===== src/hdl/stu_pkg.sv =====
// Package: constants and types for the serial target unit
package stu_pkg;
	// ****************************************
	// Sizes and codes
	// ****************************************
	localparam int       STU_COUNT_WIDTH = 13;
	localparam int       STU_ADDR_WIDTH  = 32;
	localparam int       STU_BYTE_BITS   = 8;
	localparam int       STU_BIT_WIDTH   = 3;
	localparam int       STU_SYNC_STAGES = 2;
	localparam bit [12:0] STU_COUNT_MAX  = 13'h1fff;
	localparam bit [2:0] STU_LAST_BIT    = 3'h7;
	localparam bit [2:0] STU_FIRST_BIT   = 3'h0;
	localparam bit [7:0] STU_BYTE_ZERO   = 8'h00;
	localparam bit [12:0] STU_COUNT_ZERO = 13'h0000;
	localparam bit [12:0] STU_COUNT_ONE  = 13'h0001;

	// ****************************************
	// Semaphore owner
	// ****************************************
	typedef enum logic [1:0] {
		STU_SEM_OFF,
		STU_SEM_CPU,
		STU_SEM_FREE,
		STU_SEM_SLAVE
	} stu_sem_type;
endpackage


===== src/hdl/stu_top.sv =====
// Serial target unit: SPI slave with DMA buffers and buffer semaphore
// How it works
// - All four clock modes, picked by polarity and phase inputs.
// - Disable leaves settings untouched; software need not rewrite them.
// - Transmit DMA reads RAM, receive DMA writes RAM, no CPU.
// - Receive limit above transmit limit: extra bytes send the fill char.
// - Done event only after DMA stops touching RAM.
// - Give-back while CPU does not hold semaphore does nothing.
// - Done-to-grant shortcut hands semaphore to CPU after each done.
// - Receive-full event when the receive buffer fills.
// - Surplus received bytes set a flag and are dropped.
// - Excess transmitted bytes set exhausted flag and send fill char.
// - At done, latch bytes sent from buffer and bytes written counters.
// - On enable the CPU owns the semaphore, with no grant event.
// - Request while CPU already holds it grants at once.
// - Select fall with CPU owner: ignore input, send unserved char.
// - Simultaneous CPU request and slave take: CPU wins.
// - Granted: store received bytes, send transmit buffer bytes.
// - Granted transaction ends at select high: release and done.
// - Without CPU claim, granted transactions run back to back.
// - Request during slave ownership is granted after release.
// - Shortcut plus request in transaction serves one request only.
// - MISO undriven whenever chip select is high.
// - Limits and counters hold up to a 13-bit maximum.
`timescale 1ns/1ps
module stu_top
	import stu_pkg::*;
#(
	parameter int COUNT_WIDTH = STU_COUNT_WIDTH
) (
	input  wire logic                      clock,
	input  wire logic                      reset_n,
	input  wire logic                      enable,
	input  wire logic                      clock_polarity,
	input  wire logic                      clock_phase,
	input  wire logic                      lsb_first,
	input  wire logic                      shortcut_done_grant,
	input  wire logic                      task_request,
	input  wire logic                      task_give_back,
	input  wire logic [7:0]                tx_exhausted_flag_fill_char,
	input  wire logic [7:0]                unserved_fill_char,
	input  wire logic [STU_ADDR_WIDTH-1:0] rx_buffer_pointer,
	input  wire logic [STU_ADDR_WIDTH-1:0] tx_buffer_pointer,
	input  wire logic [COUNT_WIDTH-1:0]    rx_buffer_limit,
	input  wire logic [COUNT_WIDTH-1:0]    tx_buffer_limit,
	input  wire logic                      spi_select_n,
	input  wire logic                      spi_clock,
	input  wire logic                      spi_mosi,
	output logic                           spi_miso_out,
	output logic                           spi_miso_oe_n,
	output logic                           dma_rd_req,
	output logic      [STU_ADDR_WIDTH-1:0] dma_rd_addr,
	input  wire logic                      dma_rd_ack,
	input  wire logic [7:0]                dma_rd_data,
	output logic                           dma_wr_req,
	output logic      [STU_ADDR_WIDTH-1:0] dma_wr_addr,
	output logic      [7:0]                dma_wr_data,
	input  wire logic                      dma_wr_ack,
	output logic                           event_granted,
	output logic                           event_done,
	output logic                           receive_buffer_full_event,
	output logic                           rx_surplus_flag,
	output logic                           tx_exhausted_flag,
	output logic      [COUNT_WIDTH-1:0]    rx_count_last,
	output logic      [COUNT_WIDTH-1:0]    tx_count_last,
	output logic                           semaphore_cpu,
	output logic                           semaphore_slave
);
	// ****************************************
	// State
	// ****************************************
	typedef struct packed {
		stu_sem_type            sem;
		logic                   pending;
		logic                   sel_q;
		logic                   sck_q;
		logic                   granted;
		logic                   ending;
		logic                   ready;
		logic [COUNT_WIDTH-1:0] rx_n;
		logic [COUNT_WIDTH-1:0] tx_n;
		logic [COUNT_WIDTH-1:0] fetch_n;
		logic                   tx_full;
		logic                   rd_busy;
		logic                   wr_busy;
		logic [7:0]             tx_byte;
		logic [7:0]             wr_data;
		logic                   granted_ev;
		logic                   done_ev;
		logic                   full_ev;
		logic                   surplus;
		logic                   exhausted;
		logic [COUNT_WIDTH-1:0] rx_last;
		logic [COUNT_WIDTH-1:0] tx_last;
	} stu_state_type;

	stu_state_type state;
	stu_state_type next_state;

	logic [2:0] pins_sync;
	logic       sel_n;
	logic       sck;
	logic       mosi;
	logic       rise;
	logic       fall;
	logic       lead;
	logic       trail;
	logic       sample_edge;
	logic       shift_edge;
	logic       load_req;
	logic       byte_done;
	logic [7:0] rx_byte;
	logic [7:0] load_byte;
	logic       miso_bit;

	initial begin
		if (COUNT_WIDTH < 1 || COUNT_WIDTH > STU_COUNT_WIDTH)
			$error("stu_top count width");
	end

	// ****************************************
	// Pin synchronisers
	// ****************************************
	stu_sync #(.WIDTH(3), .RESET_VALUE(3'h4)) u_sync (
		.clock       (clock),
		.reset_n     (reset_n),
		.pin_in      ({spi_select_n, spi_clock, spi_mosi}),
		.pin_sync    (pins_sync)
	);
	assign sel_n = pins_sync[2];
	assign sck   = pins_sync[1];
	assign mosi  = pins_sync[0];

	// ****************************************
	// Clock mode edges
	// ****************************************
	assign rise  = sck && !state.sck_q;
	assign fall  = !sck && state.sck_q;
	assign lead  = clock_polarity ? fall : rise;
	assign trail = clock_polarity ? rise : fall;
	assign sample_edge = clock_phase ? trail : lead;
	assign shift_edge  = clock_phase ? lead : trail;

	// Unserved char goes out for the whole ignored frame
	assign load_byte = !state.granted ? unserved_fill_char
	                 : state.tx_full ? state.tx_byte : tx_exhausted_flag_fill_char;

	stu_shift u_shift (
		.clock          (clock),
		.reset_n        (reset_n),
		.active         (!sel_n && state.ready && enable),
		.sample_edge    (sample_edge),
		.shift_edge     (shift_edge),
		.phase_trailing (clock_phase),
		.lsb_first      (lsb_first),
		.load_byte      (load_byte),
		.load_req       (load_req),
		.byte_done      (byte_done),
		.rx_byte        (rx_byte),
		.mosi_bit_in    (mosi),
		.miso_bit       (miso_bit)
	);

	// ****************************************
	// Semaphore, DMA and counters
	// ****************************************
	always_comb begin
		next_state            = state;
		next_state.granted_ev = 1'b0;
		next_state.done_ev    = 1'b0;
		next_state.full_ev    = 1'b0;
		next_state.sel_q      = sel_n;
		next_state.sck_q      = sck;
		// Shifter waits for the first fetch so MISO never starts stale
		next_state.ready      = !sel_n
		                        && (state.ready
		                        || (!state.sel_q && !state.rd_busy));
		if (!enable) begin
			next_state.ready   = 1'b0;
			next_state.tx_full = 1'b0;
			next_state.sem     = STU_SEM_OFF;
			next_state.pending = 1'b0;
			next_state.granted = 1'b0;
			next_state.ending  = 1'b0;
			next_state.rd_busy = 1'b0;
			next_state.wr_busy = 1'b0;
		end else begin
			if (state.sem == STU_SEM_OFF) begin
				next_state.sem = STU_SEM_CPU;
			end
			// Select fall: slave tries to take, CPU wins a tie
			if (!sel_n && state.sel_q) begin
				if (state.sem == STU_SEM_FREE && !task_request) begin
					next_state.sem       = STU_SEM_SLAVE;
					next_state.granted   = 1'b1;
					next_state.rx_n      = COUNT_WIDTH'(STU_COUNT_ZERO);
					next_state.tx_n      = COUNT_WIDTH'(STU_COUNT_ZERO);
					next_state.fetch_n   = COUNT_WIDTH'(STU_COUNT_ZERO);
					next_state.tx_full   = 1'b0;
					next_state.surplus   = 1'b0;
					next_state.exhausted = 1'b0;
					next_state.rd_busy   = tx_buffer_limit != '0;
				end else begin
					next_state.granted = 1'b0;
				end
			end
			unique case (state.sem)
				STU_SEM_OFF: begin
				end
				STU_SEM_CPU: begin
					if (task_request) begin
						next_state.granted_ev = 1'b1;
					end else if (task_give_back) begin
						next_state.sem = STU_SEM_FREE;
					end
				end
				STU_SEM_FREE: begin
					if (task_request) begin
						next_state.sem        = STU_SEM_CPU;
						next_state.granted_ev = 1'b1;
					end
					// Give-back here is ignored
				end
				STU_SEM_SLAVE: begin
					if (task_request) begin
						next_state.pending = 1'b1;
					end
					if (sel_n && !state.sel_q) begin
						next_state.ending = 1'b1;
					end
					// Done waits for both DMA channels to go quiet
					if (state.ending && !state.rd_busy && !state.wr_busy) begin
						next_state.ending  = 1'b0;
						next_state.granted = 1'b0;
						next_state.done_ev = 1'b1;
						next_state.rx_last = state.rx_n;
						next_state.tx_last = state.tx_n;
						next_state.pending = 1'b0;
						if (state.pending || task_request || shortcut_done_grant) begin
							next_state.sem        = STU_SEM_CPU;
							next_state.granted_ev = 1'b1;
						end else begin
							next_state.sem = STU_SEM_FREE;
						end
					end
				end
			endcase
			// Transmit channel: one byte held ahead of the shifter
			if (state.granted && load_req) begin
				next_state.tx_full = 1'b0;
			end
			if (state.granted && !state.ending && !sel_n && !state.rd_busy
			    && !state.tx_full && state.fetch_n < tx_buffer_limit) begin
				next_state.rd_busy = 1'b1;
			end
			if (state.rd_busy && dma_rd_ack) begin
				next_state.rd_busy = 1'b0;
				next_state.tx_byte = dma_rd_data;
				next_state.tx_full = 1'b1;
				next_state.fetch_n = state.fetch_n + COUNT_WIDTH'(STU_COUNT_ONE);
			end
			// Bytes counted when fully sent, so a spare prefetch is not
			if (state.granted && byte_done && !state.ending) begin
				if (state.tx_n < tx_buffer_limit) begin
					next_state.tx_n = state.tx_n + COUNT_WIDTH'(STU_COUNT_ONE);
				end else begin
					next_state.exhausted = 1'b1;
				end
			end
			// Receive channel: store or drop completed bytes
			if (state.granted && byte_done && !state.ending) begin
				if (state.rx_n < rx_buffer_limit) begin
					next_state.wr_busy = 1'b1;
					next_state.wr_data = rx_byte;
				end else begin
					next_state.surplus = 1'b1;
				end
			end
			if (state.wr_busy && dma_wr_ack) begin
				next_state.wr_busy = 1'b0;
				next_state.rx_n    = state.rx_n + COUNT_WIDTH'(STU_COUNT_ONE);
				if (state.rx_n + COUNT_WIDTH'(STU_COUNT_ONE) == rx_buffer_limit) begin
					next_state.full_ev = 1'b1;
				end
			end
		end
	end

	// Settings stay with the caller across disable; nothing here clears them
	always_ff @(posedge clock or negedge reset_n) begin
		if (!reset_n) begin
			state       <= '0;
			state.sel_q <= 1'b1;
		end else begin
			state <= next_state;
		end
	end

	// ****************************************
	// Outputs
	// ****************************************
	assign spi_miso_out  = miso_bit;
	assign spi_miso_oe_n = sel_n || !enable;
	assign dma_rd_req    = state.rd_busy;
	assign dma_rd_addr   = tx_buffer_pointer + STU_ADDR_WIDTH'(state.fetch_n);
	assign dma_wr_req    = state.wr_busy;
	assign dma_wr_addr   = rx_buffer_pointer + STU_ADDR_WIDTH'(state.rx_n);
	assign dma_wr_data   = state.wr_data;
	assign event_granted = state.granted_ev;
	assign event_done    = state.done_ev;
	assign receive_buffer_full_event = state.full_ev;
	assign rx_surplus_flag   = state.surplus;
	assign tx_exhausted_flag = state.exhausted;
	assign rx_count_last     = state.rx_last;
	assign tx_count_last     = state.tx_last;
	assign semaphore_cpu     = state.sem == STU_SEM_CPU;
	assign semaphore_slave   = state.sem == STU_SEM_SLAVE;

	// ****************************************
	// Checks
	// ****************************************
	chk_no_initial_grant: assert property (@(posedge clock) disable iff (!reset_n)
		$past(state.sem) == STU_SEM_OFF |-> !event_granted)
		else $error("grant raised on enable");
	chk_request_cpu_grant: assert property (@(posedge clock) disable iff (!reset_n)
		enable && semaphore_cpu && task_request |=> event_granted)
		else $error("request while cpu owns not granted");
	chk_give_back_ignored: assert property (@(posedge clock) disable iff (!reset_n)
		enable && semaphore_slave && task_give_back && !(sel_n && !state.sel_q)
		&& !state.ending |=> semaphore_slave)
		else $error("give-back changed slave ownership");
	chk_miso_released: assert property (@(posedge clock) disable iff (!reset_n)
		sel_n |-> spi_miso_oe_n)
		else $error("miso driven while unselected");
	chk_done_dma_quiet: assert property (@(posedge clock) disable iff (!reset_n)
		event_done |-> !dma_rd_req && !dma_wr_req)
		else $error("done while dma active");
	chk_done_counts: assert property (@(posedge clock) disable iff (!reset_n)
		event_done |-> rx_count_last == $past(state.rx_n))
		else $error("receive count not latched");
	chk_done_tx_bound: assert property (@(posedge clock) disable iff (!reset_n)
		event_done |-> tx_count_last <= tx_buffer_limit)
		else $error("transmit count above limit");
	chk_fetch_in_limit: assert property (@(posedge clock) disable iff (!reset_n)
		dma_rd_req |-> state.fetch_n < tx_buffer_limit)
		else $error("fetch beyond transmit limit");
	chk_shortcut_grant: assert property (@(posedge clock) disable iff (!reset_n)
		event_done && $past(shortcut_done_grant) && $past(enable)
		|-> semaphore_cpu && event_granted)
		else $error("shortcut did not hand over");
	chk_unserved_drop: assert property (@(posedge clock) disable iff (!reset_n)
		!state.granted |-> !dma_wr_req ##1 !(dma_wr_req && $rose(dma_wr_req) && !state.granted))
		else $error("write while not granted");
endmodule // stu_top


===== src/hdl/stu_sync.sv =====
// Two-stage synchroniser for pin level inputs
`timescale 1ns/1ps
module stu_sync
	import stu_pkg::*;
#(
	parameter int               WIDTH       = 3,
	parameter logic [WIDTH-1:0] RESET_VALUE = '0
) (
	input  wire logic             clock,
	input  wire logic             reset_n,
	input  wire logic [WIDTH-1:0] pin_in,
	output logic      [WIDTH-1:0] pin_sync
);
	typedef struct packed {
		logic [WIDTH-1:0] first;
		logic [WIDTH-1:0] second;
	} stu_sync_type;

	stu_sync_type state;
	stu_sync_type next_state;

	initial begin
		if (WIDTH < 1) $error("stu_sync width");
	end

	always_comb begin
		next_state        = state;
		next_state.first  = pin_in;
		next_state.second = state.first;
	end

	// First stage feeds only the second stage
	always_ff @(posedge clock or negedge reset_n) begin
		if (!reset_n) begin
			// Idle pin levels, so no false edge follows reset
			state <= '{first: RESET_VALUE, second: RESET_VALUE};
		end else begin
			state <= next_state;
		end
	end

	assign pin_sync = state.second;
endmodule // stu_sync


===== src/hdl/stu_shift.sv =====
// Serial bit engine: samples MOSI and shifts MISO for one byte lane
`timescale 1ns/1ps
module stu_shift
	import stu_pkg::*;
(
	input  wire logic       clock,
	input  wire logic       reset_n,
	input  wire logic       active,
	input  wire logic       sample_edge,
	input  wire logic       shift_edge,
	input  wire logic       phase_trailing,
	input  wire logic       lsb_first,
	input  wire logic [7:0] load_byte,
	output logic            load_req,
	output logic            byte_done,
	output logic      [7:0] rx_byte,
	input  wire logic       mosi_bit_in,
	output logic            miso_bit
);
	typedef struct packed {
		logic [7:0] tx_shift;
		logic [7:0] rx_shift;
		logic [7:0] rx;
		logic [2:0] rx_count;
		logic [2:0] tx_count;
		logic       done;
		logic       primed;
		logic       miso;
	} stu_shift_type;

	stu_shift_type state;
	stu_shift_type next_state;
	logic [7:0]    next_rx;
	logic          out_event;
	logic          take;

	function automatic logic out_bit(input logic [7:0] b, input logic lsb);
		out_bit = lsb ? b[0] : b[7];
	endfunction

	function automatic logic [7:0] drop_bit(input logic [7:0] b,
		input logic lsb);
		drop_bit = lsb ? {1'b0, b[7:1]} : {b[6:0], 1'b0};
	endfunction

	assign load_req = take;

	always_comb begin
		next_state      = state;
		next_state.done = 1'b0;
		take            = 1'b0;
		next_rx         = lsb_first ? {mosi_bit_in, state.rx_shift[7:1]}
		                            : {state.rx_shift[6:0], mosi_bit_in};
		// Leading-sample modes need the first bit out before any edge
		out_event       = shift_edge || (!phase_trailing && !state.primed);
		if (!active) begin
			next_state.primed   = 1'b0;
			next_state.rx_count = STU_FIRST_BIT;
			next_state.tx_count = STU_FIRST_BIT;
		end else begin
			next_state.primed = 1'b1;
			if (out_event) begin
				next_state.tx_count = state.tx_count + 3'h1;
				if (state.tx_count == STU_FIRST_BIT) begin
					take                = 1'b1;
					next_state.miso     = out_bit(load_byte, lsb_first);
					next_state.tx_shift = drop_bit(load_byte, lsb_first);
				end else begin
					next_state.miso     = out_bit(state.tx_shift, lsb_first);
					next_state.tx_shift = drop_bit(state.tx_shift, lsb_first);
				end
			end
			if (sample_edge) begin
				next_state.rx_shift = next_rx;
				next_state.rx_count = state.rx_count + 3'h1;
				if (state.rx_count == STU_LAST_BIT) begin
					next_state.done = 1'b1;
					next_state.rx   = next_rx;
				end
			end
		end
	end

	always_ff @(posedge clock or negedge reset_n) begin
		if (!reset_n) begin
			state <= '0;
		end else begin
			state <= next_state;
		end
	end

	assign byte_done = state.done;
	assign rx_byte   = state.rx;
	assign miso_bit  = state.miso;
endmodule // stu_shift


===== config.mk =====
export PLATFORM = sky130hd
export DESIGN_NAME = stu_top
export DESIGN_NICKNAME = d
export VERILOG_FILES = /design/src/hdl/stu_pkg.sv /design/src/hdl/stu_top.sv /design/src/hdl/stu_sync.sv /design/src/hdl/stu_shift.sv
export SDC_FILE = /design/constraint.sdc
export NUM_CORES = 1
export LEC_CHECK = 0
export BUFFER_PORTS_ARGS = -buffer_cell sky130_fd_sc_hd__clkbuf_2
export CAP_MARGIN = 20
export CORE_ASPECT_RATIO = 0.75
export CORE_UTILIZATION = 24
export DETAILED_ROUTE_END_ITERATION = 10
export PLACE_DENSITY = 0.42
export SYNTH_ARGS = -nofsm -noshare
export SYNTH_HDL_FRONTEND = slang
export SYNTH_SLANG_ARGS = --single-unit

===== constraint.sdc =====
create_clock -name clock -period 2.9 [get_ports clock]
set_input_delay 0.435 -clock clock [delete_from_list [all_inputs] [get_ports clock]]
set_output_delay 0.435 -clock clock [all_outputs]
set_load 0.01 [all_outputs]

==> metrics.md, run 1 <==
| Metric | Value |
|---|---|
| Run status | `complete, but fails checks` |
| Failing checks | `negative setup slack` |
| Flip-flop and latch count after synthesis | `around 140` |
| Final Critical Period | `roughly 3.2 ns` |
| Fill cell count | `around 4.3k` |
| Number of global-route vias before repair | `between 8k and 9k` |
| Clk Tree Root Cell | `sky130_fd_sc_hd__clkbuf_16` |
| Worst R2R Setup Slack | `approximately 0.45 ns` |
| Clock slew at reported path FFs | `about 0.060 ns` |
| Most frequent cell after synthesis | `sky130_fd_sc_hd__dfrtp_1` |
| Asr flop ratio synth | `100%` |
| Global-route wire length before repair | `~48000 µm` |
| Wirelength per Cell | `about 16 µm` |
| Critical Path Sink Type | `output pin` |
| Top delay family on crit path | `compound AO/OA/AOI/OAI gates` |
| Via-per-instance ratio | `~4.6` |
| Worst slew pin tran | `between 0.6 and 0.7 ns` |
| Post-route cell area | `12900 µm²` |
| Number of distinct library cells after synthesis | `82` |
| Hold worst-path end | `u_sync.next_state[2]` |
| Starting density of the core | `about a quarter` |
| Area share of the leading cell type in the synthesized netlist | `between 30 and 40%` |
| TritonCTS clock tree | `built` |
| Number of sinks on the clock net | `between 100 and 150` |
| Remaining DRCs | `0` |
| Power per standard cell area | `roughly 380 nW/µm²` |
| Highest-delay cell along the critical path | `sky130_fd_sc_hd__dfrtp_1` |
| Antenna diodes | `0` |
| Cell breakdown of the critical path | `ha_2 -> fa_2 -> a211oi_2 -> o21ai_2 -> o311a_4 -> o21ai_4 -> a211oi_2 -> xor2_1 -> buf_2` |
| Final weighted congestion in routability-driven placement | `around 0.86` |
| Buffer depth of the longest clock path | `2` |
| Remaining max-slew budget at the tightest pin | `between 50 and 60%` |
| Dominant cell type by area after synthesis | `sky130_fd_sc_hd__dfrtp_1` |
| Primary flip-flop cell chosen by synthesis mapping | `sky130_fd_sc_hd__dfrtp_1` |
| Max VDD drop | `0.404 mV` |
| Gate count after technology mapping | `between 1k and 1.5k` |
| Final std cells w/o fill | `between 1.5k and 2k` |
| Setup-failing EPs final | `34` |
| Setup WS post-layout | `-0.310 ns` |
| Reg2reg start | `state[77]` |
| CTS buffer count | `17` |
| Share of synthesized area spent on multiplexers | `under 10%` |
| Slowest Stage Delay on Critical Path | `0.38 ns` |
| Arithmetic-cell share of the synthesized area counting full adders, half adders and majority gates | `about a tenth` |
| Period utilization | `111%` |
| Kind of critical path | `flop to output pin` |
| Final TNS setup | `-4.74 ns` |
| Placed cells | `approximately 1.9k` |
| Clock tree skew after final layout | `between 0.01 and 0.015 ns` |
| Overflow after GRT | `0` |
| Sequential area share after synthesis | `34.3%` |
| Total standard cell area after synthesis | `about 9900 µm²` |
| Placement row count | `64` |
| Largest family of logic cells by synthesized area | `simple AND/OR/NAND/NOR gates` |
| Detailed-route via count | `about 8.8k` |
| Fraction of final layout cells with drive strength greater than 1 | `about a third` |
| Number of max-capacitance violations reported | `0` |
| Die extent in y | `between 150 and 200 µm` |
| Final cell utilization of the core | `approximately a third` |
| Class of the most critical hold timing path | `primary input to flop` |
| Half-perimeter wire length after detailed placement | `between 20000 and 25000 µm` |
| Maximum fanout along the worst path | `5` |
| Fmax achieved | `311 MHz` |
| Drt first-iter violations | `approximately 470` |
| H-tree level count | `4` |
| Area added between synthesis and finish | `29.6%` |
| Floorplan core area | `40800 µm²` |
| Final nets | `~1.6k` |
| Endpoint arrival time on the critical path | `about 2.8 ns` |
| Count of yosys warnings during synthesis | `0` |
| Hold Path Origin | `spi_select_n` |
| Maximum number of pins on one net before global-route repair | `between 50 and 60` |
| Hold Vio Cnt, Final | `0` |
| Syn_area_per_cell | `slightly below 9 µm²` |
| Buffering stage count on the worst path with inverters included | `1` |
| Clock network latency to the later pin of the worst-skew pair | `between 0.4 and 0.5 ns` |
| Data required time at the worst endpoint | `about 2.5 ns` |
| Top Ports | `approximately 240` |
| Worst Setup Slack post-DPL | `-0.183 ns` |
| Detailed Route WL | `30500 µm` |
| Critical Path Start Type | `flop` |
| Static leakage power | `~6.2 nW` |
| Count of flip-flops with a built-in enable after synthesis | `0` |
| Number of buffer cells added on primary ports | `between 200 and 250` |
| 1st-pass router iterations | `4` |
| Combined global-route utilization of all metal layers | `between 10 and 15%` |
| Synth Area in Compound Gates | `between 10% and 20%` |
| Pins Over Slew Limit | `0` |
| Basic-gate share of the synthesized area counting and, or, nand and nor cells | `between 10% and 20%` |
| FF-to-FF path depth | `10` |
| Synth area leaders | `sky130_fd_sc_hd__dfrtp_1 (34%), sky130_fd_sc_hd__ha_1 (9.5%), sky130_fd_sc_hd__nand2_1 (4.3%)` |
| Post-synth net total | `1315` |
| Chip Width | `roughly 240 µm` |
| Commonest cells in the netlist | `sky130_fd_sc_hd__dfrtp_1 (133), sky130_fd_sc_hd__nand2_1 (113), sky130_fd_sc_hd__nor2_1 (78)` |
| Destination of the worst register-to-register timing path | `rx_surplus_flag` |
| Post-DP Area | `around 12000 µm²` |
| Initial antenna violation count | `0` |
| Die area | `42200 µm²` |
| Xor and xnor fraction of the mapped netlist area | `around 7.4%` |
| Unrepaired setup endpoints after global routing | `yes` |
| Hold Path Stages | `1` |
| Final antenna-violating net count | `0` |
| Most frequent cell on the critical path | `sky130_fd_sc_hd__a211oi_2` |
[repair_timing]
item | 4_1_cts | 5_1_grt
endpoints found under the hold margin | 37 | 0
gates cloned | 1 | 0
setup endpoints to repair | 48 | 49
gates resized for setup | 52 | 62
hold buffers | 1 | 0
pin swaps | 27 | 25
buffers inserted | 6 | 8
[through the flow]
step           hold slack, ns  total power [W]
2_1_floorplan           0.139          0.00239
3_3_place_gp            0.333          0.00271
3_5_place_dp            0.338          0.00271
4_1_cts                0.0620          0.00493
5_1_grt                0.0670          0.00511
6_report               0.0902          0.00485
[final cells by class]
class | instances | area (µm²) | share of cell area, %
Clock buffer | 24 | 492 | 3.83
Inverter | 55 | 206 | 1.61
Clock inverter | 8 | 72.6 | 0.565
Timing Repair Buffer | 303 | 1740 | 13.6
Tap cell | 528 | 661 | 5.14
Multi-Input combinational cell | 846 | 6270 | 48.8
Sequential cell | 136 | 3410 | 26.5
[kinds of logic after synthesis]
kind of cell / Yosys count
flops: 136
buf+inv: 129
simple gates: 356
xor+xnor: 84
fa+ha+maj: 77
mux: 57
compound gates: 271
[report_power, final]
group / leakage (nW) / switching (W) / internal, W
sequential: 1.84 / 0.0000486 / 0.00197
clock: 0.272 / 0.000869 / 0.00126
combinational: 4.13 / 0.000382 / 0.000307
[layer usage]
metal	GRT usage (%)	vias up	share of wire [%]
met2	22.2	162	44
met4	4.11	0	1.4
met5	0	-	0
met3	2.57	24	3.4
met1	21.4	4228	52
li1	-	4420	-
[worst max path at each step]
stage                               startpoint         endpoint  slack (ns)  cells past startpoint
after global routing                 state[50]  dma_rd_addr[30]       -0.43                      9
after global placement    tx_buffer_pointer[0]  dma_rd_addr[14]       -0.17                     10
after detailed placement  tx_buffer_pointer[0]  dma_rd_addr[22]       -0.18                     10
after CTS                            state[50]  dma_rd_addr[22]       -0.32                      9
final                                state[50]  dma_rd_addr[22]       -0.31                      9
after floorplan           tx_buffer_pointer[0]  dma_rd_addr[14]        0.12                      8
[placed cells by master (no fill, tap or decap), types with 17 or more instances in the layout]
cell and instances:
sky130_fd_sc_hd__a21oi_1 59, sky130_fd_sc_hd__nand3_1 47, sky130_fd_sc_hd__and3_1 20, sky130_fd_sc_hd__nand4_1 19
sky130_fd_sc_hd__xnor2_1 41, sky130_fd_sc_hd__inv_1 53, sky130_fd_sc_hd__clkbuf_2 207, sky130_fd_sc_hd__dfrtp_1 132
sky130_fd_sc_hd__nand2_1 112, sky130_fd_sc_hd__clkbuf_16 17, sky130_fd_sc_hd__ha_1 62, sky130_fd_sc_hd__a21o_1 18
sky130_fd_sc_hd__o21ai_0 67, sky130_fd_sc_hd__buf_4 55, sky130_fd_sc_hd__mux2_2 29, sky130_fd_sc_hd__mux2i_1 27
sky130_fd_sc_hd__nor2_1 72, sky130_fd_sc_hd__xor2_1 42, sky130_fd_sc_hd__buf_2 28
[state kept, by name, summed over array words and instances (netlist names), 3 cells and up]
signal,cells
dma_wr_data,8
rx_count_last,13
state,56
tx_count_last,13
u_shift.rx_byte,8
u_shift.state,23
u_sync.next_state,3
u_sync.pin_sync,3
Power figures use the tool's default switching activity.
==> run 2: changes to the inputs <==
CTS_BUF_LIST = sky130_fd_sc_hd__clkbuf_4 sky130_fd_sc_hd__clkbuf_8   (was default)
HOLD_SLACK_MARGIN = 0.12   (was default)
==> metrics.md, run 2 (same netlist as run 1, synthesis figures left out) <==
| Metric | Value |
|---|---|
| Run status | `complete, but fails checks` |
| Failing checks | `negative setup slack` |
| Buffer depth of the longest clock path | `2 (unchanged)` |
| Drt first-iter violations | `522 (+10%)` |
| Critical Path Start Type | `flop` |
| Data required time at the worst endpoint | `2.47 ns (about the same)` |
| Number of max-capacitance violations reported | `0 (unchanged)` |
| Final antenna-violating net count | `0 (unchanged)` |
| Destination of the worst register-to-register timing path | `rx_surplus_flag` |
| Remaining DRCs | `0 (unchanged)` |
| Combined global-route utilization of all metal layers | `14.7% (-0.018 points)` |
| Detailed-route via count | `8889 (+0.62%)` |
| Hold Path Stages | `3 (+2)` |
| Total Power | `0.00431 W (-11%)` |
| Final nets | `1581 (+1.1%)` |
| Pins Over Slew Limit | `0 (unchanged)` |
| Number of global-route vias before repair | `8641 (+0.12%)` |
| Starting density of the core | `24.3% (unchanged)` |
| Met3 routing resource usage after global routing | `3.14% (+0.57 points)` |
| 1st-pass router iterations | `5 (+1)` |
| Half-perimeter wire length after detailed placement | `23300 µm (unchanged)` |
| Flip-flop count of the largest register after layout | `56 (unchanged)` |
| CTS buffer count | `17 (unchanged)` |
| Met1 Track Usage GR | `21.3% (-0.092 points)` |
| Final Critical Period | `3.27 ns (+0.0584 ns)` |
| Antenna diodes | `0 (unchanged)` |
| Initial antenna violation count | `0 (unchanged)` |
| Clock tree skew after final layout | `0.0207 ns (+0.0105 ns)` |
| Static leakage power | `6.25 nW (about the same)` |
| Maximum fanout along the worst path | `5 (unchanged)` |
| Floorplan core area | `40800 µm² (unchanged)` |
| Remaining max-slew budget at the tightest pin | `54.1% (+0.23 points)` |
| Final TNS setup | `-7.74 ns (-3.00 ns)` |
| Global-route wire length before repair | `48300 µm (-0.29%)` |
| Hold Path Origin | `dma_rd_data[2]` |
| Buffering stage count on the worst path with inverters included | `1 (unchanged)` |
| Power per standard cell area | `336 nW/µm² (-11%)` |
| Fraction of final layout cells with drive strength greater than 1 | `33.2% (+0.61 points)` |
| TritonCTS clock tree | `built` |
| Number of buffer cells added on primary ports | `236 (unchanged)` |
| Fill cell count | `4330 (+0.89%)` |
| Number of sinks on the clock net | `136 (unchanged)` |
| FF-to-FF path depth | `10 (unchanged)` |
| Unrepaired setup endpoints after global routing | `yes` |
| Largest register by flop count | `state` |
| Commonest non-fill, non-tap cell in the layout | `sky130_fd_sc_hd__clkbuf_2` |
| Chip Width | `237 µm (unchanged)` |
| Via-per-instance ratio | `4.64 (-0.27%)` |
| Detailed Route WL | `30500 µm (about the same)` |
| Worst slew pin tran | `0.689 ns (-0.00340 ns)` |
| Highest-count cells in the layout ignoring fill and taps | `sky130_fd_sc_hd__clkbuf_2 (204), sky130_fd_sc_hd__dfrtp_1 (132), sky130_fd_sc_hd__nand2_1 (112), sky130_fd_sc_hd__nor2_1 (71), sky130_fd_sc_hd__o21ai_0 (66)` |
| M2 GR Usage | `22.2% (-0.025 points)` |
| Final weighted congestion in routability-driven placement | `0.863 (unchanged)` |
| Critical Path Sink Type | `output pin` |
| Endpoint arrival time on the critical path | `2.83 ns (+0.05 ns)` |
| Clock network latency to the later pin of the worst-skew pair | `0.49 ns (+0.06 ns)` |
| Die extent in y | `178 µm (unchanged)` |
| Most frequent cell on the critical path | `sky130_fd_sc_hd__a211oi_2` |
| Regs by FF count | `state (56), u_shift.state (23)` |
| Overflow after GRT | `0 (unchanged)` |
| Hold Vio Cnt, Final | `0 (unchanged)` |
| Wirelength per Cell | `15.9 µm (-0.80%)` |
| Highest-delay cell along the critical path | `sky130_fd_sc_hd__dfrtp_1` |
| Setup WS post-layout | `-0.369 ns (-0.0584 ns)` |
| H-tree level count | `4 (unchanged)` |
| Maximum number of pins on one net before global-route repair | `53 (unchanged)` |
| Most Used Layer, Global Route | `met2` |
| Final cell utilization of the core | `31.6% (about the same)` |
| Slowest Stage Delay on Critical Path | `0.42 ns (+0.04 ns)` |
| Worst R2R Setup Slack | `0.42 ns (-0.03 ns)` |
| Top delay family on crit path | `compound AO/OA/AOI/OAI gates` |
| Kind of critical path | `flop to output pin` |
| Area added between synthesis and finish | `29.6% (about the same)` |
| Clk Tree Root Cell | `sky130_fd_sc_hd__clkbuf_8` |
| Placement row count | `64 (unchanged)` |
| Max VDD drop | `0.241 mV (-40%)` |
| Class of the most critical hold timing path | `primary input to flop` |
| Hold worst-path end | `state[41]` |
| Top Ports | `237 (unchanged)` |
| Reg2reg start | `state[77]` |
| Period utilization | `113% (+2.0 points)` |
| Fmax achieved | `306 MHz (-1.8%)` |
| Die area | `42200 µm² (unchanged)` |
| Setup-failing EPs final | `44 (+29%)` |
| Cell breakdown of the critical path | `ha_4 -> fa_2 -> a211oi_2 -> o21ai_2 -> o311a_4 -> o21ai_4 -> a211oi_2 -> xor2_1 -> buf_2` |
| Clock slew at reported path FFs | `0.08 ns (+0.02 ns)` |
## run 2: changes by cell type in the layout (fill, tap and decap cells not counted), moves of 3 or more
| cell | delta |
|---|---|
| sky130_fd_sc_hd__clkbuf_16 | -17 |
| sky130_fd_sc_hd__clkbuf_8 | +17 |
| sky130_fd_sc_hd__dlygate4sd3_1 | +10 |
| sky130_fd_sc_hd__buf_6 | +5 |
| sky130_fd_sc_hd__buf_2 | +3 |
| sky130_fd_sc_hd__clkbuf_1 | -3 |
| sky130_fd_sc_hd__clkbuf_2 | -3 |
| sky130_fd_sc_hd__clkbuf_4 | +3 |
## run 2: worst min-delay path, stage by stage
cell and delay [ns]:
sky130_fd_sc_hd__clkbuf_2 0.09, sky130_fd_sc_hd__nand2_1 0.05, sky130_fd_sc_hd__nand2_1 0.05
## run 2: final cells by class
type	instances	area, µm²	share of cell area [%]
clock buffer	24	312	2.42
timing repair buffer	320	1910	14.9
clock inverter	8	72.6	0.564
sequential	136	3410	26.5
inverter	55	206	1.61
multi-input combinational	846	6290	48.9
tap	528	661	5.14
## run 2: repair_timing
item                       CTS  global route
gates resized for setup     56            76
hold buffers                11             0
pin swaps                   29            33
hold endpoints to repair    47             0
cloned                       1             0
buffers inserted             7            16
setup endpoints to repair   49            50
## run 2: through the flow
| stage | worst slack (ns) | std cells | hold WS, ns | cell area [µm²] |
|---|---|---|---|---|
| 2_1_floorplan | 0.115 | 1110 | 0.139 | 9920 |
| 3_3_place_gp | -0.169 | 1856 | 0.333 | 11700 |
| 3_5_place_dp | -0.183 | 1856 | 0.338 | 11700 |
| 4_1_cts | -0.399 | 1906 | 0.123 | 12600 |
| 5_1_grt | -0.516 | 1917 | 0.125 | 12900 |
| 6_report | -0.369 | 1917 | 0.162 | 12900 |
## run 2: worst max-delay path by stage
stage / end / slack, ns / from / cells after the start
2_1_floorplan: dma_rd_addr[14] / 0.12 / tx_buffer_pointer[0] / 8
3_3_place_gp: dma_rd_addr[14] / -0.17 / tx_buffer_pointer[0] / 10
3_5_place_dp: dma_rd_addr[22] / -0.18 / tx_buffer_pointer[0] / 10
4_1_cts: dma_rd_addr[22] / -0.40 / state[50] / 9
5_1_grt: dma_rd_addr[30] / -0.52 / state[50] / 9
6_report: dma_rd_addr[22] / -0.37 / state[50] / 9
## run 2: report_power, final
group	internal, W	switching, W
Combinational	0.000316	0.000385
Sequential	0.00197	0.0000481
Clock	0.000791	0.000803
## run 2: routing by layer
layer	wire length, µm	part of all wire (%)	vias up
li1	-	-	4456
met4	272	0.89	0
met1	15700	51	4251
met3	1160	3.8	15
met2	13400	44	167
met5	0	0	-
==> run 3: changes to the inputs <==
SYNTH_HIERARCHICAL = 1   (was default)
==> metrics.md, run 3 <==
| Metric | Value |
|---|---|
| Run status | `complete, but fails checks` |
| Failing checks | `negative setup slack` |
| Number of sinks on the clock net | `136 (unchanged)` |
| Basic-gate share of the synthesized area counting and, or, nand and nor cells | `16.4% (-1.4 points)` |
| Count of yosys warnings during synthesis | `6 (+6)` |
| Commonest cells in the netlist | `sky130_fd_sc_hd__dfrtp_1 (133), sky130_fd_sc_hd__nand2_1 (106), sky130_fd_sc_hd__ha_1 (75)` |
| Endpoint arrival time on the critical path | `2.76 ns (-0.07 ns)` |
| Number of distinct library cells after synthesis | `69 (-16%)` |
| Top Ports | `237 (unchanged)` |
| Dominant cell type by area after synthesis | `sky130_fd_sc_hd__dfrtp_1` |
| Sequential area share after synthesis | `35.5% (+1.1 points)` |
| 1st-pass router iterations | `5 (unchanged)` |
| Setup WS post-layout | `-0.291 ns (+0.0776 ns)` |
| Die area | `40800 µm² (-3.1%)` |
| Total standard cell area after synthesis | `9610 µm² (-3.1%)` |
| Number of buffer cells added on primary ports | `236 (unchanged)` |
| Hold worst-path end | `state[49]` |
| Global-route wire length before repair | `45500 µm (-5.7%)` |
| Detailed Route WL | `29100 µm (-4.7%)` |
| Xor and xnor fraction of the mapped netlist area | `7.29% (-0.12 points)` |
| Hold Path Origin | `dma_rd_ack` |
| Number of global-route vias before repair | `8180 (-5.3%)` |
| Post-route worst hold slack | `0.317 ns (+0.156 ns)` |
| Final nets | `1521 (-3.8%)` |
| Count of flip-flops with a built-in enable after synthesis | `0 (unchanged)` |
| Highest-count cells in the layout ignoring fill and taps | `sky130_fd_sc_hd__clkbuf_2 (192), sky130_fd_sc_hd__dfrtp_1 (132), sky130_fd_sc_hd__nand2_1 (103), sky130_fd_sc_hd__o21ai_0 (66), sky130_fd_sc_hd__nor2_1 (65)` |
| Power per standard cell area | `343 nW/µm² (+2.3%)` |
| Critical Path Start Type | `flop` |
| Share of synthesized area spent on multiplexers | `8.59% (+2.4 points)` |
| Antenna diodes | `0 (unchanged)` |
| Class of the most critical hold timing path | `primary input to flop` |
| Worst R2R Setup Slack | `0.36 ns (-0.06 ns)` |
| Starting density of the core | `24.3% (about the same)` |
| Clock slew at reported path FFs | `0.10 ns (+0.02 ns)` |
| Floorplan core area | `39500 µm² (-3.1%)` |
| Arithmetic-cell share of the synthesized area counting full adders, half adders and majority gates | `10.2% (+0.32 points)` |
| Flip-flop count of the largest register after layout | `56 (unchanged)` |
| Synth Area in Compound Gates | `15.3% (-2.3 points)` |
| Clk Tree Root Cell | `sky130_fd_sc_hd__clkbuf_8` |
| Static leakage power | `6.21 nW (-0.65%)` |
| Combined global-route utilization of all metal layers | `14.4% (-0.31 points)` |
| Buffer depth of the longest clock path | `2 (unchanged)` |
| Setup-failing EPs final | `40 (-9.1%)` |
| FF-to-FF path depth | `9 (-1)` |
| Worst setup path start | `state[76]` |
| Critical Path Sink Type | `output pin` |
| Placement row count | `63 (-1.6%)` |
| Clock tree skew after final layout | `0.0109 ns (-0.00980 ns)` |
| Remaining max-slew budget at the tightest pin | `44.4% (-9.7 points)` |
| Gate count after technology mapping | `1042 (-6.1%)` |
| Via-per-instance ratio | `4.60 (-0.78%)` |
| Overflow after GRT | `0 (unchanged)` |
| Hold Path Stages | `3 (unchanged)` |
| Regs by FF count | `state (56), u_shift/state (23)` |
| Final weighted congestion in routability-driven placement | `0.808 (-6.3%)` |
| Worst slew pin tran | `0.832 ns (+0.143 ns)` |
| Fmax achieved | `313 MHz (+2.4%)` |
| Wirelength per Cell | `15.7 µm (-1.2%)` |
| Largest register by flop count | `state` |
| Unrepaired setup endpoints after global routing | `yes` |
| TritonCTS clock tree | `built` |
| CTS buffer count | `17 (unchanged)` |
| Half-perimeter wire length after detailed placement | `22500 µm (-3.6%)` |
| Maximum number of pins on one net before global-route repair | `61 (+15%)` |
| Clock network latency to the later pin of the worst-skew pair | `0.48 ns (about the same)` |
| Kind of critical path | `flop to output pin` |
| Maximum fanout along the worst path | `9 (+4)` |
| Final antenna-violating net count | `0 (unchanged)` |
| Asr flop ratio synth | `100% (unchanged)` |
| Flip-flop and latch count after synthesis | `136 (unchanged)` |
| Area share of the leading cell type in the synthesized netlist | `34.6% (+1.1 points)` |
| Area added between synthesis and finish | `30.7%` |
| Number of max-capacitance violations reported | `0 (unchanged)` |
| Drt first-iter violations | `399 (-24%)` |
| Initial antenna violation count | `1 (+1)` |
| Detailed-route via count | `8507 (-4.3%)` |
| Largest family of logic cells by synthesized area | `simple AND/OR/NAND/NOR gates` |
| Total Power | `0.00431 W (-0.13%)` |
| Post-synth net total | `1247 (-5.2%)` |
| Max VDD drop | `0.203 mV (-16%)` |
| Fraction of final layout cells with drive strength greater than 1 | `34.8% (+1.6 points)` |
| Pins Over Slew Limit | `0 (unchanged)` |
| Hold Vio Cnt, Final | `0 (unchanged)` |
| Die extent in y | `175 µm (-1.6%)` |
| Destination of the worst register-to-register timing path | `dma_wr_data[4]` |
| H-tree level count | `4 (unchanged)` |
| Final Critical Period | `3.19 ns (-0.0776 ns)` |
| Data required time at the worst endpoint | `2.47 ns (about the same)` |
| Most frequent cell after synthesis | `sky130_fd_sc_hd__dfrtp_1` |
| Synth area leaders | `sky130_fd_sc_hd__dfrtp_1 (35%), sky130_fd_sc_hd__ha_1 (9.8%), sky130_fd_sc_hd__xnor2_1 (4.9%)` |
| Reg2reg start | `state[79]` |
| Primary flip-flop cell chosen by synthesis mapping | `sky130_fd_sc_hd__dfrtp_1` |
| Chip Width | `233 µm (-1.6%)` |
| Remaining DRCs | `0 (unchanged)` |
| Commonest non-fill, non-tap cell in the layout | `sky130_fd_sc_hd__clkbuf_2` |
| Period utilization | `110% (-2.7 points)` |
| Syn_area_per_cell | `9.22 µm² (+3.2%)` |
-- run 3: logic make-up after synthesis --
kind of cell               Yosys count
DFF                                136
AOI/OAI and AO/OA                  235
buffers and inverters              122
muxes                               69
xor gates and xnor gates            80
and+or+nand+nor                    323
adders and majority gates           77
-- run 3: worst max-delay path: stages (launching register included) --
cell and delay [ns]:
sky130_fd_sc_hd__dfrtp_1 0.40, sky130_fd_sc_hd__ha_4 0.15, sky130_fd_sc_hd__inv_2 0.04, sky130_fd_sc_hd__fa_2 0.37, sky130_fd_sc_hd__nor2b_4 0.13, sky130_fd_sc_hd__o31a_1 0.16
sky130_fd_sc_hd__o22a_1 0.21, sky130_fd_sc_hd__a41o_1 0.25, sky130_fd_sc_hd__buf_12 0.13, sky130_fd_sc_hd__nand4_1 0.12, sky130_fd_sc_hd__xnor2_1 0.17, sky130_fd_sc_hd__buf_2 0.15
-- run 3: area by class of cell --
class	count	area, µm²
Sequential cell	136	3410
Tap cell	520	651
Clock buffer	18	248
Clock inverter	14	128
Inverter	51	191
Timing Repair Buffer	325	1980
Multi-Input combinational cell	785	5950
Fill cell	4226	26900
-- run 3: power breakdown --
group	internal (W)	leakage, nW	switching (W)
combinational	0.000321	4.17	0.000359
sequential	0.00198	1.84	0.0000644
clock	0.000655	0.194	0.000927
total	0.00296	6.21	0.00135
-- run 3: metal layers --
layer | vias to the layer above | global-route usage (%) | wire length [µm]
met4 | 0 | 3.46 | 335
li1 | 4237 | - | -
met5 | - | 0 | 0
met2 | 140 | 21.5 | 13000
met3 | 22 | 2.99 | 1080
met1 | 4108 | 20.9 | 14700
-- run 3: repair_timing --
item	4_1_cts	5_1_grt
endpoints found under the hold margin	67	0
buffers inserted	12	16
pin swaps	35	45
hold buffers	13	0
setup endpoints to repair	48	48
cloned	1	0
gates resized for setup	57	73
-- run 3: worst max path at each step --
| stage | endpoint | slack, ns | cells past startpoint |
|---|---|---|---|
| 5_1_grt | dma_wr_addr[28] | -0.46 | 11 |
| 6_report | dma_wr_addr[28] | -0.29 | 11 |
| 2_1_floorplan | dma_rd_addr[30] | 0.15 | 9 |
| 4_1_cts | dma_wr_addr[28] | -0.36 | 11 |
| 3_5_place_dp | dma_rd_addr[30] | -0.20 | 11 |
| 3_3_place_gp | dma_rd_addr[30] | -0.19 | 11 |
-- run 3: through the flow --
stage / setup TNS, ns / area [µm²] / cells / worst slack (ns) / util, %
2_1_floorplan: 0 / 9610 / 1042 / 0.154 / -
3_3_place_gp: -1.00 / 11400 / 1778 / -0.191 / 28.9
3_5_place_dp: -1.12 / 11400 / 1778 / -0.196 / 28.9
4_1_cts: -8.39 / 12300 / 1834 / -0.360 / 31.2
5_1_grt: -13.76 / 12600 / 1849 / -0.460 / 31.8
6_report: -5.34 / 12600 / 1849 / -0.291 / 31.8
